### config.mk
export PLATFORM = sky130hd
export DESIGN_NAME = multiport_parallel_io
export DESIGN_NICKNAME = d
export VERILOG_FILES = /design/src/include/mppio_pkg.sv /design/src/include/mppio_sync_if.sv /design/src/hw/mppio_sync.sv /design/src/hw/multiport_parallel_io.sv
export SDC_FILE = /design/constraint.sdc
export NUM_CORES = 1
export LEC_CHECK = 0
export ABC_CLOCK_PERIOD_IN_PS = 2300
export BUFFER_PORTS_ARGS = -buffer_cell sky130_fd_sc_hd__buf_2
export CORE_MARGIN = 2
export CORE_UTILIZATION = 25
export CTS_BUF_LIST = sky130_fd_sc_hd__clkbuf_8
export DETAILED_ROUTE_END_ITERATION = 8
export PLACE_DENSITY_LB_ADDON = 0.2
export SYNTH_ARGS = -nofsm -noshare
export SYNTH_HDL_FRONTEND = slang
export SYNTH_SLANG_ARGS = --single-unit
### constraint.sdc
create_clock -name clk -period 2.3 [get_ports clk]
set_input_delay 0.23 -clock clk [delete_from_list [all_inputs] [get_ports clk]]
set_output_delay 0.23 -clock clk [all_outputs]
set_load 0.05 [all_outputs]
### src/include/mppio_pkg.sv
// Package with constants shared by the multiport parallel I/O block.
package mppio_pkg;
  localparam int NIB       = 4;
  localparam int KEYS      = 8;
  localparam int SYNC_LEN  = 3;
  localparam int FILT_NS   = 64;
  localparam int CLK_NS    = 8;
  localparam int FILT_CYC  = (FILT_NS + CLK_NS - 1) / CLK_NS;
  localparam logic [3:0] DIR_RST   = 4'h0;
  localparam logic [3:0] LATCH_RST = 4'h0;
  localparam logic [3:0] OD_RST    = 4'hF;
  localparam logic [2:0] SER_MASK  = 3'h7;
  typedef enum logic [1:0] {
    MPPIO_FLT_IDLE = 2'h1,
    MPPIO_FLT_WAIT = 2'h2
  } mppio_flt_type;
endpackage

### src/include/mppio_sync_if.sv
// Interface carrying raw pins into the synchroniser and clean levels back.
`timescale 1ns/1ns
interface mppio_sync_if #(parameter int W = 4);
  logic [W-1:0] raw;
  logic [W-1:0] clean;
  logic [W-1:0] rise;
  logic [W-1:0] fall;
  modport src (output raw, input clean, rise, fall);
  modport snk (input raw, output clean, rise, fall);
endinterface

### src/hw/mppio_sync.sv
// Three-stage pin synchroniser with change agreement and edge pulses.
`timescale 1ns/1ns
module mppio_sync #(
  parameter int W = 4
) (
  // Clock and reset
  input wire logic clk,
  input wire logic rstn,
  // Pins and results
  mppio_sync_if.snk sp
);
  logic [W-1:0] s1_ff, s2_ff, s3_ff, lvl_ff;
  logic [W-1:0] nxt_lvl;
  logic [2:0]   fill_ff, nxt_fill;
  logic         primed;

  // Edges wait until the stages hold real pin samples, so a pin that is
  // high at reset cannot fake a rising edge against the cleared level.
  assign primed = (fill_ff == 3'(mppio_pkg::SYNC_LEN + 1));

  // A change is taken only once stages two and three agree.
  always_comb begin
    nxt_lvl  = lvl_ff;
    nxt_fill = primed ? fill_ff : fill_ff + 3'h1;
    for (int i = 0; i < W; i++) begin
      if (s2_ff[i] == s3_ff[i]) begin
        nxt_lvl[i] = s3_ff[i];
      end
    end
  end

  always_ff @(posedge clk or negedge rstn) begin
    if (!rstn) begin
      s1_ff  <= '0;
      s2_ff  <= '0;
      s3_ff  <= '0;
      lvl_ff  <= '0;
      fill_ff <= 3'h0;
    end else begin
      s1_ff   <= sp.raw;
      s2_ff   <= s1_ff;
      s3_ff   <= s2_ff;
      lvl_ff  <= nxt_lvl;
      fill_ff <= nxt_fill;
    end
  end

  assign sp.clean = lvl_ff;
  assign sp.rise  = nxt_lvl & ~lvl_ff & {W{primed}};
  assign sp.fall  = ~nxt_lvl & lvl_ff & {W{primed}};
endmodule

### src/hw/multiport_parallel_io.sv
// Twelve 4-bit parallel ports with pull-up groups, direction and edge flags.
`timescale 1ns/1ns
module multiport_parallel_io #(
  parameter int FILT_CYC = mppio_pkg::FILT_CYC
) (
  // Clock and reset
  input  wire logic       clk,
  input  wire logic       rstn,
  // CPU writes: output latches, directions per port
  input  wire logic [3:0] latchWrData,
  input  wire logic [11:0] latchWrEn,
  input  wire logic [3:0] dirBitsP3,
  input  wire logic [3:0] dirBitsP6,
  input  wire logic       dirNibP2,
  input  wire logic       dirNibP7,
  input  wire logic       dirNibP8,
  input  wire logic       dirNibP9,
  // Pull-up group enables
  input  wire logic       pullupSerialGrp,
  input  wire logic [11:0] pullupNibbleEn,
  // Flag clears
  input  wire logic       risingTestClr,
  input  wire logic       keyReturnClr,
  // Pin inputs
  input  wire logic [3:0] p0In,
  input  wire logic [3:0] p1In,
  input  wire logic [3:0] p11In,
  input  wire logic [47:0] ioPinIn,
  // Pin outputs, output enables are active low, pull-up enables active high
  output logic [47:0] ioPinOut,
  output logic [47:0] ioPinOeN,
  output logic [2:0]  p0PullupEn,
  output logic [11:0] pullupEn,
  // CPU reads
  output logic [47:0] portRdData,
  output logic        risingTestFlag,
  output logic        keyReturnFlag,
  output logic [3:0]  p1Filtered
);
  // ---------------------------------------------------------------------
  // Synchronisers for all pins
  // ---------------------------------------------------------------------
  mppio_sync_if #(.W(60)) syn ();
  assign syn.raw = {p11In, p1In, p0In, ioPinIn};
  mppio_sync #(.W(60)) u_sync (
    .clk  (clk),
    .rstn (rstn),
    .sp   (syn.snk)
  );
  logic [47:0] ioSync;
  logic [3:0]  p0Sync, p1Sync, p11Sync;
  assign ioSync  = syn.clean[47:0];
  assign p0Sync  = syn.clean[51:48];
  assign p1Sync  = syn.clean[55:52];
  assign p11Sync = syn.clean[59:56];

  // ---------------------------------------------------------------------
  // Output latches and directions
  // ---------------------------------------------------------------------
  logic [47:0] latch_ff, nxt_latch;
  logic [47:0] dirOut;
  always_comb begin
    nxt_latch = latch_ff;
    for (int p = 0; p < 12; p++) begin
      if (latchWrEn[p]) begin
        nxt_latch[p*4 +: 4] = latchWrData;
      end
    end
  end
  always_ff @(posedge clk or negedge rstn) begin
    if (!rstn) begin
      latch_ff <= {12{mppio_pkg::OD_RST}};
    end else begin
      latch_ff <= nxt_latch;
    end
  end

  // Index 0,1,11 are input ports; 4,5,10 are open drain.
  always_comb begin
    dirOut = '0;
    dirOut[2*4 +: 4] = {4{dirNibP2}};
    dirOut[3*4 +: 4] = dirBitsP3;
    dirOut[6*4 +: 4] = dirBitsP6;
    dirOut[7*4 +: 4] = {4{dirNibP7}};
    dirOut[8*4 +: 4] = {4{dirNibP8}};
    dirOut[9*4 +: 4] = {4{dirNibP9}};
  end

  genvar g;
  generate
    for (g = 0; g < 12; g++) begin : g_port
      if (g == 4 || g == 5 || g == 10) begin : g_od
        // Open drain: only a zero latch pulls the pin low.
        assign ioPinOut[g*4 +: 4] = 4'h0;
        assign ioPinOeN[g*4 +: 4] = latch_ff[g*4 +: 4];
      end else begin : g_cmos
        assign ioPinOut[g*4 +: 4] = latch_ff[g*4 +: 4];
        assign ioPinOeN[g*4 +: 4] = ~dirOut[g*4 +: 4];
      end
    end
  endgenerate

  // ---------------------------------------------------------------------
  // Pull-up groups
  // ---------------------------------------------------------------------
  logic [2:0]  pu0_ff, nxt_pu0;
  logic [11:0] pu_ff, nxt_pu;
  always_comb begin
    nxt_pu0 = pullupSerialGrp ? mppio_pkg::SER_MASK : 3'h0;
    nxt_pu  = '0;
    for (int p = 0; p < 12; p++) begin
      if (p == 1 || p == 2 || p == 3 || p == 6 || p == 7 || p == 8 || p == 9) begin
        nxt_pu[p] = pullupNibbleEn[p];
      end
    end
  end
  always_ff @(posedge clk or negedge rstn) begin
    if (!rstn) begin
      pu0_ff <= 3'h0;
      pu_ff  <= 12'h000;
    end else begin
      pu0_ff <= nxt_pu0;
      pu_ff  <= nxt_pu;
    end
  end
  assign p0PullupEn = pu0_ff;
  assign pullupEn   = pu_ff;

  // ---------------------------------------------------------------------
  // Port one noise filter: a level must hold FILT_CYC + 1 cycles
  // ---------------------------------------------------------------------
  mppio_pkg::mppio_flt_type fst_ff, nxt_fst;
  logic [7:0] fcnt_ff, nxt_fcnt;
  logic [3:0] p1f_ff, nxt_p1f;
  always_comb begin
    nxt_fst  = fst_ff;
    nxt_fcnt = fcnt_ff;
    nxt_p1f  = p1f_ff;
    case (fst_ff)
      mppio_pkg::MPPIO_FLT_IDLE: begin
        nxt_fcnt = 8'h00;
        if (p1Sync != p1f_ff) begin
          nxt_fst = mppio_pkg::MPPIO_FLT_WAIT;
        end
      end
      mppio_pkg::MPPIO_FLT_WAIT: begin
        if (p1Sync == p1f_ff) begin
          nxt_fst = mppio_pkg::MPPIO_FLT_IDLE; // Glitch rejected.
        end else if (nxt_fcnt >= 8'(FILT_CYC - 1)) begin
          nxt_p1f = p1Sync;
          nxt_fst = mppio_pkg::MPPIO_FLT_IDLE;
        end else begin
          nxt_fcnt = fcnt_ff + 8'h01;
        end
      end
      default: nxt_fst = mppio_pkg::MPPIO_FLT_IDLE;
    endcase
  end
  always_ff @(posedge clk or negedge rstn) begin
    if (!rstn) begin
      fst_ff  <= mppio_pkg::MPPIO_FLT_IDLE;
      fcnt_ff <= 8'h00;
      p1f_ff  <= 4'h0;
    end else begin
      fst_ff  <= nxt_fst;
      fcnt_ff <= nxt_fcnt;
      p1f_ff  <= nxt_p1f;
    end
  end
  assign p1Filtered = p1f_ff;

  // ---------------------------------------------------------------------
  // Testable edge flags; a new edge wins over a clear
  // ---------------------------------------------------------------------
  logic rtf_ff, nxt_rtf, krf_ff, nxt_krf;
  logic [7:0] keyFall;
  assign keyFall = {syn.fall[7*4 +: 4], syn.fall[6*4 +: 4]};
  always_comb begin
    nxt_rtf = syn.rise[54] | (rtf_ff & ~risingTestClr);
    nxt_krf = (|keyFall) | (krf_ff & ~keyReturnClr);
  end
  always_ff @(posedge clk or negedge rstn) begin
    if (!rstn) begin
      rtf_ff <= 1'b0;
      krf_ff <= 1'b0;
    end else begin
      rtf_ff <= nxt_rtf;
      krf_ff <= nxt_krf;
    end
  end
  assign risingTestFlag = rtf_ff;
  assign keyReturnFlag  = krf_ff;

  // ---------------------------------------------------------------------
  // Read data: synchronised pin levels for every port
  // ---------------------------------------------------------------------
  always_comb begin
    portRdData = ioSync;
    portRdData[0*4 +: 4]  = p0Sync;
    portRdData[1*4 +: 4]  = p1Sync;
    portRdData[11*4 +: 4] = p11Sync;
  end
endmodule

# --- Word level (Yosys, flattened, before mapping) ---
# Cells that the tools add are included.
word_totals:
  ff_bits: 317
  out_inout_bits: 165
op_classes:
  n_bitwise: 19
  add_sub_neg: 2
  n_lt_le_gt_ge: 1
  mux: 68
  reduce_logical: 5
  eq_ne: 69
ops:
  columns: ["operator", "count"]
  rows:
  - ["$and A55 B55 Y55", 2]
  - ["$and A32 B32 Y32", 2]
  - ["$eq A1 B1 Y1", 60]
  - ["$mux W1", 60]
  - ["$not A55 Y55", 1]
  - ["$not A32 Y32", 1]
  - ["$not A4 Y4", 6]
  - ["$mux W8", 2]
  - ["$pmux W8 S2", 1]
  - ["$add A8 B1 Y8 const B", 1]
  - ["$ge A8 B3 Y1 const B", 1]
  - ["$reduce_or A8 Y1", 1]
  - ["$mux W2", 3]
  - ["$ne A2 B2 Y1 const B", 3]
  - ["$reduce_and A3 Y1", 2]
  - ["$eq A4 B4 Y1", 1]
  - ["$ne A4 B4 Y1", 1]
  - ["$pmux W2 S2", 1]
  - ["$add A3 B1 Y3 const B", 1]
  - ["$eq A3 B3 Y1 const B", 1]
  - ["$mux W3", 1]
  - ["$ne A3 B3 Y1 const B", 1]
  - ["$not A1 Y1", 3]
  - ["$and A1 B1 Y1", 2]
  - ["other kinds (5)", 6]

# --- Logic depth before layout (Yosys ltp) ---
# Gate-level depths: netlist (run 1).
logic_depth:
  depth_word: 7
  mapped_depth: 6
  mapped_depth_nobuf: 5

# --- Hierarchy ---
# From an unflattened synthesis (run 1), not the netlist that was laid out.
hier_totals:
  hier_cells: 740
  hier_area_um2: 11172.0
by_module_without_submodules:
  columns: ["mod", "cells_per_inst", "area_each_um2", "n_inst"]
  rows:
  - ["mppio_sync", 506, 8008.9, 1]
  - ["multiport_parallel_io", 234, 3163.0, 1]

# --- Worst setup path before layout (run 1) ---
# OpenSTA, ideal clock, no wires.
synth_timing:
  kind: "register -> register"
  start: "register fcnt_ff[0]"
  end: "register p1f_ff[0] (netlist: p1Filtered[0])"
  path_buffers: 0
  arrival_ns: 1.713
  path_stages_with_launch: 6
  setup_time_ns: 0.125
  synth_period_minus_slack_ns: 1.837
  setup_slack_ns: 0.463
  cell_sequence: "dfrtp_1 ha_1 a211o_1 or4_4 nand2_2 mux2_2"
synth_via:
  elab_chain_cells: 2
synth_rtl:
  columns: ["item", "line_no", "rtl"]
  rows:
  - ["start, declared", "multiport_parallel_io.sv:133", "logic [7:0] fcnt_ff, nxt_fcnt;"]
  - ["start signal, assigned", "multiport_parallel_io.sv:166", "fcnt_ff <= nxt_fcnt;"]
  - ["$ge A8 B3 Y1", "multiport_parallel_io.sv:149", "end else if (nxt_fcnt >= 8'(FILT_CYC - 1)) begin"]
  - ["$reduce_and A3 Y1 (no source line)", null, null]
  - ["end signal, assigned", "multiport_parallel_io.sv:167", "p1f_ff <= nxt_p1f;"]
  - ["end, declared", "multiport_parallel_io.sv:134", "logic [3:0] p1f_ff, nxt_p1f;"]
# No other way between the ends.
# A chain may end at the register's enable or synchronous reset.

# --- Worst setup path after layout (run 1) ---
layout_timing:
  start: "register fcnt_ff[0]"
  end: "register p1f_ff[2] (netlist: p1Filtered[2])"
# The elaborated chain is that of the path after synthesis.

==> flow_metrics.env, run 1 <==
export IMPL_hold_viol_final=0
export IMPL_drc_errors=0
export IMPL_min_period_over_period_pct=85.2
export IMPL_synthFlopType="dfrtp_1"
export IMPL_io_pins=270
export IMPL_synth_edf_count=0
export IMPL_finalInstanceArea_um2=11800
export IMPL_crit_type="flip-flop to flip-flop"
export IMPL_clkTransAtPathRegs_ps=60
export IMPL_die_area_um2=36100
export IMPL_die_w_um=190
export IMPL_wl_per_cell_um=12.8
export IMPL_maxCapViolations=0
export IMPL_ir_drop_mv=0.531
export IMPL_fill_cells=3355
export IMPL_root_buffer="clkbuf_8"
export IMPL_rsz0062_at_grt="no"
export IMPL_worstPathMaxFanout=4
export IMPL_synth_common_cells="dfrtp_1 (218), mux2_2 (52), dfstp_2 (49)"
export IMPL_leakage_nw=5.57
export IMPL_cts_max_level=2
export IMPL_via_count=4969
export IMPL_relSlewSlack_pct=62.2
export IMPL_cts_buffers=47
export IMPL_synth_cell_types=33
export IMPL_final_layout_size_suffix_gt1_share_pct=45.5
export IMPL_grt_busiest_layer="met2"
export IMPL_start_util_pct=25.2
export IMPL_drt_pre_antenna_iters=4
export IMPL_total_power_mw=11.4
export IMPL_cts_tree="done"
export IMPL_coreArea_um2=34300
export IMPL_io_buffers=223
export IMPL_outcome="complete, no violations"
export IMPL_grt_pass1_vias=5304
export IMPL_area_growth_pct=36.9
export IMPL_ant_nets=0
export IMPL_cts_path_max_buffers=3
export IMPL_cts_resized=0
export IMPL_crit_path_end_kind="flip-flop"
export IMPL_ys_warn_count=0
export IMPL_avgSynthCellArea_um2=17.0
export IMPL_clock_sinks=267
export IMPL_synth_area_um2=8640
export IMPL_async_reset_ff_share_pct=100
export IMPL_synthTopCellsByArea="dfrtp_1 (63%), dfstp_2 (15%), mux2_2 (6.8%), maj3_1 (4.6%), buf_4 (3.7%)"
export IMPL_yosys_cell_count_top_type="dfrtp_1"
export IMPL_multi_input_area_um2=1580
export IMPL_ys_ff_latch=267
export IMPL_place_area_um2=10200
export IMPL_synth_top_area_cell="dfrtp_1"
export IMPL_antenna_found_initial=1
export IMPL_grt_pass1_wl_mm=27.5
export IMPL_required_ps=2760
export IMPL_cp_data_arrival_time_ps=2420
export IMPL_min_path_type="primary input to async pin"
export IMPL_grt_max_degree=75
export IMPL_layout_nets=944
export IMPL_slew_violations=0
export IMPL_drt_wl_total_mm=16.9
export IMPL_netlist_area_leader_share_pct=63.1
export IMPL_drt_initial_drc_count=114
export IMPL_grt_util_met3_pct=4.89
export IMPL_row_count=68
export IMPL_finalCriticalPeriod_ps=1960
export IMPL_gp_congestion=0.667
export IMPL_cp_start_kind="flip-flop"
export IMPL_setup_viol=0
export IMPL_track_usage_pct=9.70
export IMPL_fin_setup_tns_ps=0
export IMPL_vias_per_cell=3.74
export IMPL_fin_skew_ps=18.4
export IMPL_place_hpwl_mm=10.9
export IMPL_seq_area_um2=6740
export IMPL_grtUsageMet1_pct=12.1
export IMPL_yosysSeqAreaShare_pct=78.0
export IMPL_synthCells=509
export IMPL_tightest_slew_ps=562
export IMPL_pwr_density_cell_nw_per_um2=966
export IMPL_gr_usage_met2_pct=13.8
export IMPL_die_h_um=190
export IMPL_antennaDiodeCount=0
export IMPL_fmax_mhz=510
export IMPL_clk_latency_ps=590
export IMPL_grt_overflow=0
[worst max-delay path, stage by stage, from the launching register on]
cell	delay [ps]
dfrtp_1	410
ha_1	230
a211o_1	280
or4_4	440
nand2_2	140
mux2_2	340
[what timing repair did]
action	4_1_cts	5_1_grt
setup buffers	0	0
hold buffers	71	0
setup endpoints to repair	0	0
endpoints found under the hold margin	352	0
[report_power, final]
| part | switching (mW) | total, mW | internal [mW] |
|---|---|---|---|
| Clock | 1.92 | 4.32 | 2.40 |
| Combinational | 1.31 | 1.83 | 0.514 |
| Sequential | 0.174 | 5.28 | 5.11 |
[metal layers]
| metal | vias to the layer above | part of all wire (%) |
|---|---|---|
| li1 | 2300 | - |
| met1 | 2408 | 43 |
| met2 | 210 | 42 |
| met3 | 49 | 11 |
| met4 | 2 | 3.4 |
| met5 | - | 0.077 |
[layout by cell type, fill, tap and decap left out, types with 2 or more instances in the layout]
| master | count |
|---|---|
| a21oi_1 | 10 |
| a22oi_1 | 4 |
| buf_12 | 3 |
| buf_2 | 222 |
| clkbuf_8 | 58 |
| clkinv_2 | 2 |
| clkinvlp_4 | 2 |
| conb_1 | 29 |
| dfrtp_1 | 218 |
| dfstp_2 | 49 |
| dlygate4sd3_1 | 71 |
| ha_1 | 5 |
| inv_1 | 42 |
| maj3_1 | 40 |
| mux2_2 | 52 |
| nand2_1 | 7 |
| nor2_1 | 20 |
| nor2b_1 | 4 |
| o21ai_0 | 7 |
| xnor2_1 | 5 |
[path summary, 6_finish.rpt]
| check | depth (start not counted) | from | endpoint | slack [ps] |
|---|---|---|---|---|
| min in group clk | 2 | latchWrData[2] | latch_ff[26] | 130 |
| max | 5 | fcnt_ff[0] | p1Filtered[2] | 340 |
| max reg2reg | 5 | fcnt_ff[0] | p1Filtered[2] | 340 |
| min | 2 | rstn | u_sync.s1_ff[49] | 110 |
| max in group asynchronous | 3 | rstn | u_sync.s2_ff[41] | 1420 |
| min reg2reg | 0 | u_sync.s1_ff[39] | u_sync.s2_ff[39] | 340 |
[metrics by stage]
step / hold slack (ps) / instances / utilization (%) / setup WS (ps)
after floorplan: -65.6 / 536 / - / 463
after global placement: 124 / 1169 / 29.6 / 360
after CTS: 42.6 / 1327 / 34.5 / 317
after global routing: 78.3 / 1327 / 34.5 / 215
final: 107 / 1327 / 34.5 / 340
after detailed placement: 122 / 1169 / 29.6 / 351
[cell type report]
class,count,area share [%]
Multi-Input combinational cell,200,13.4
Tap cell,455,4.81
Clock inverter,29,1.40
Sequential cell,267,57.0
Inverter,20,0.634
Timing Repair Buffer,298,16.1
Clock buffer,58,6.74
[logic make-up (layout without fill, tap and decap cells)]
family,count (synthesis),count (layout),synth area share (%)
other,2,29,0.0869
DFF,267,267,78.0
and+or+nand+nor,39,39,2.14
xor gates and xnor gates,5,5,0.507
muxes,52,52,6.78
AOI/OAI and AO/OA,30,30,2.24
buffers and inverters,69,405,4.86
adders and majority gates,45,45,5.36
(Power assumes the default switching activity.)
==> inputs of run 2 (changes only) <==
CORE_MARGIN = default   (was 2)
RECOVER_POWER = 25   (was default)
==> run 2 against run 1 <==
Compared with the run above:
- worst hold slack improved by 7.5 ps
- sequential share of layout area fell by 0.14 points
- utilization rose by 0.60 points
- via count rose by 0.20%
- non-clock buffer count rose by 1
- combinational power barely moved
- final cell count fell by 0.53%
- global-route usage rose by 0.49 points
- critical endpoint is now fcnt_ff[0]
==> flow_metrics.env, run 2 (synthesized netlist as in run 1, its figures left out) <==
export IMPL_outcome="complete, no violations"
export IMPL_wl_per_cell_um=13.0
export IMPL_die_area_um2=35300
export IMPL_drt_initial_drc_count=180
export IMPL_mostFrequentLayoutCells="dfrtp_1 (218), buf_2 (218), dlygate4sd3_1 (71)"
export IMPL_clkTransAtPathRegs_ps=60
export IMPL_cp_data_arrival_time_ps=2490
export IMPL_crit_type="flip-flop to flip-flop"
export IMPL_tightest_slew_ps=1290
export IMPL_fill_cells=3309
export IMPL_track_usage_pct=10.2
export IMPL_vias_per_cell=3.77
export IMPL_fin_skew_ps=15.0
export IMPL_wl_met2_mm=7.18
export IMPL_ant_nets=0
export IMPL_min_path_type="primary input to flip-flop"
export IMPL_io_pins=270
export IMPL_drt_pre_antenna_iters=6
export IMPL_crit_path_end_kind="flip-flop"
export IMPL_clock_sinks=267
export IMPL_maxCapViolations=0
export IMPL_grt_pass1_vias=5339
export IMPL_leakage_nw=5.56
export IMPL_fin_setup_tns_ps=0
export IMPL_grt_overflow=0
export IMPL_io_buffers=223
export IMPL_relSlewSlack_pct=13.7
export IMPL_die_w_um=188
export IMPL_setup_viol=0
export IMPL_antennaDiodeCount=0
export IMPL_root_buffer="clkbuf_8"
export IMPL_hold_viol_final=0
export IMPL_final_layout_size_suffix_gt1_share_pct=46.4
export IMPL_drc_errors=0
export IMPL_crit_buf_inv=0
export IMPL_required_ps=2800
export IMPL_ir_drop_mv=0.473
export IMPL_row_count=67
export IMPL_antenna_found_initial=0
export IMPL_slowest_delay_ps=490
export IMPL_cts_path_max_buffers=3
export IMPL_via_count=4979
export IMPL_coreArea_um2=33800
export IMPL_slew_violations=0
export IMPL_cts_tree="done"
export IMPL_wl_met1_mm=7.18
export IMPL_cts_setup_buffers=0
export IMPL_place_area_um2=10200
export IMPL_area_growth_pct=37.3
export IMPL_cts_buffers=48
export IMPL_fmax_mhz=502
export IMPL_place_hpwl_mm=10.7
export IMPL_clk_latency_ps=590
export IMPL_min_period_over_period_pct=86.6
export IMPL_rsz0062_at_grt="no"
export IMPL_path_delay_family="simple AND/OR/NAND/NOR gates"
export IMPL_pwr_density_cell_nw_per_um2=987
export IMPL_drt_wl_total_mm=17.1
export IMPL_gp_congestion=0.673
export IMPL_cts_max_level=2
export IMPL_wl_met3_mm=2.11
export IMPL_path_cells="ha_1 -> a211o_1 -> nor4_1 -> nand3b_1 -> a211oi_1"
export IMPL_finalCriticalPeriod_ps=1990
export IMPL_cp_start_kind="flip-flop"
export IMPL_start_util_pct=25.6
export IMPL_layout_nets=946
export IMPL_highest_signal_layer="met4"
export IMPL_grt_max_degree=63
export IMPL_grt_pass1_wl_mm=28.1
export IMPL_die_h_um=188
export IMPL_crit_slowest_cell="nor4_1"
export IMPL_finalInstanceArea_um2=11900
export IMPL_worstPathMaxFanout=4
## run 2: changes by cell type in the layout (fill, tap and decap cells not counted), sizes merged
cell	previous run	this run
clkbuf	58	66
inv	43	31
buf	227	223
clkinvlp	2	1
bufinv	1	2
clkinv	3	11
## run 2: timing repair
| item | 4_1_cts | 5_1_grt |
|---|---|---|
| resized for setup | 0 | 0 |
| hold endpoints to repair | 325 | 0 |
| endpoints found under the setup margin | 0 | 0 |
| hold buffers | 71 | 0 |
## run 2: layout make-up
class / instances / area, um2 / share of cell area [%]
multi-input cells: 200 / 1580 / 13.3
clock inverters: 25 / 169 / 1.42
well taps: 448 / 561 / 4.72
repair buffers: 299 / 1900 / 16.0
flip-flops and latches: 267 / 6740 / 56.8
clock buffers: 61 / 840 / 7.08
inverters: 20 / 75.1 / 0.633
## run 2: report_power, final
group	total, mW	internal, mW	switching, mW	leakage, nW
sequential	5.28	5.11	0.173	3.09
clock	4.59	2.61	1.98	0.568
combinational	1.83	0.513	1.32	1.90
total	11.7	8.24	3.47	5.56
## run 2: per-layer routing
metal / vias to the layer above / GRT usage [%]
li1: 2303 / -
met1: 2381 / 12.0
met2: 242 / 14.7
met3: 53 / 5.37
met4: 0 / 6.07
met5: - / 0
## run 2: stage by stage
step                util (%)  setup slack [ps]  power [mW]  hold slack, ps  instances
floorplan                  -               463        6.64           -65.6        536
global placement        30.1               368        7.11             172       1163
detailed placement      30.1               335        7.13             172       1163
CTS                     35.2               328        12.0            45.4       1320
global route            35.1               143        12.3            87.1       1320
finish                  35.1               309        11.7             115       1320
## run 2: worst paths after layout
kind,slack (ps),depth (start not counted),startpoint,endpoint
hold / removal,110,2,latchWrData[0],latch_ff[32]
setup / recovery,310,5,fcnt_ff[0],fcnt_ff[0]
hold reg to reg,340,0,u_sync.s1_ff[37],u_sync.s2_ff[37]
setup reg to reg,310,5,fcnt_ff[0],fcnt_ff[0]
min in group asynchronous,480,2,rstn,u_sync.s1_ff[57]
max in group asynchronous,820,3,rstn,async pin
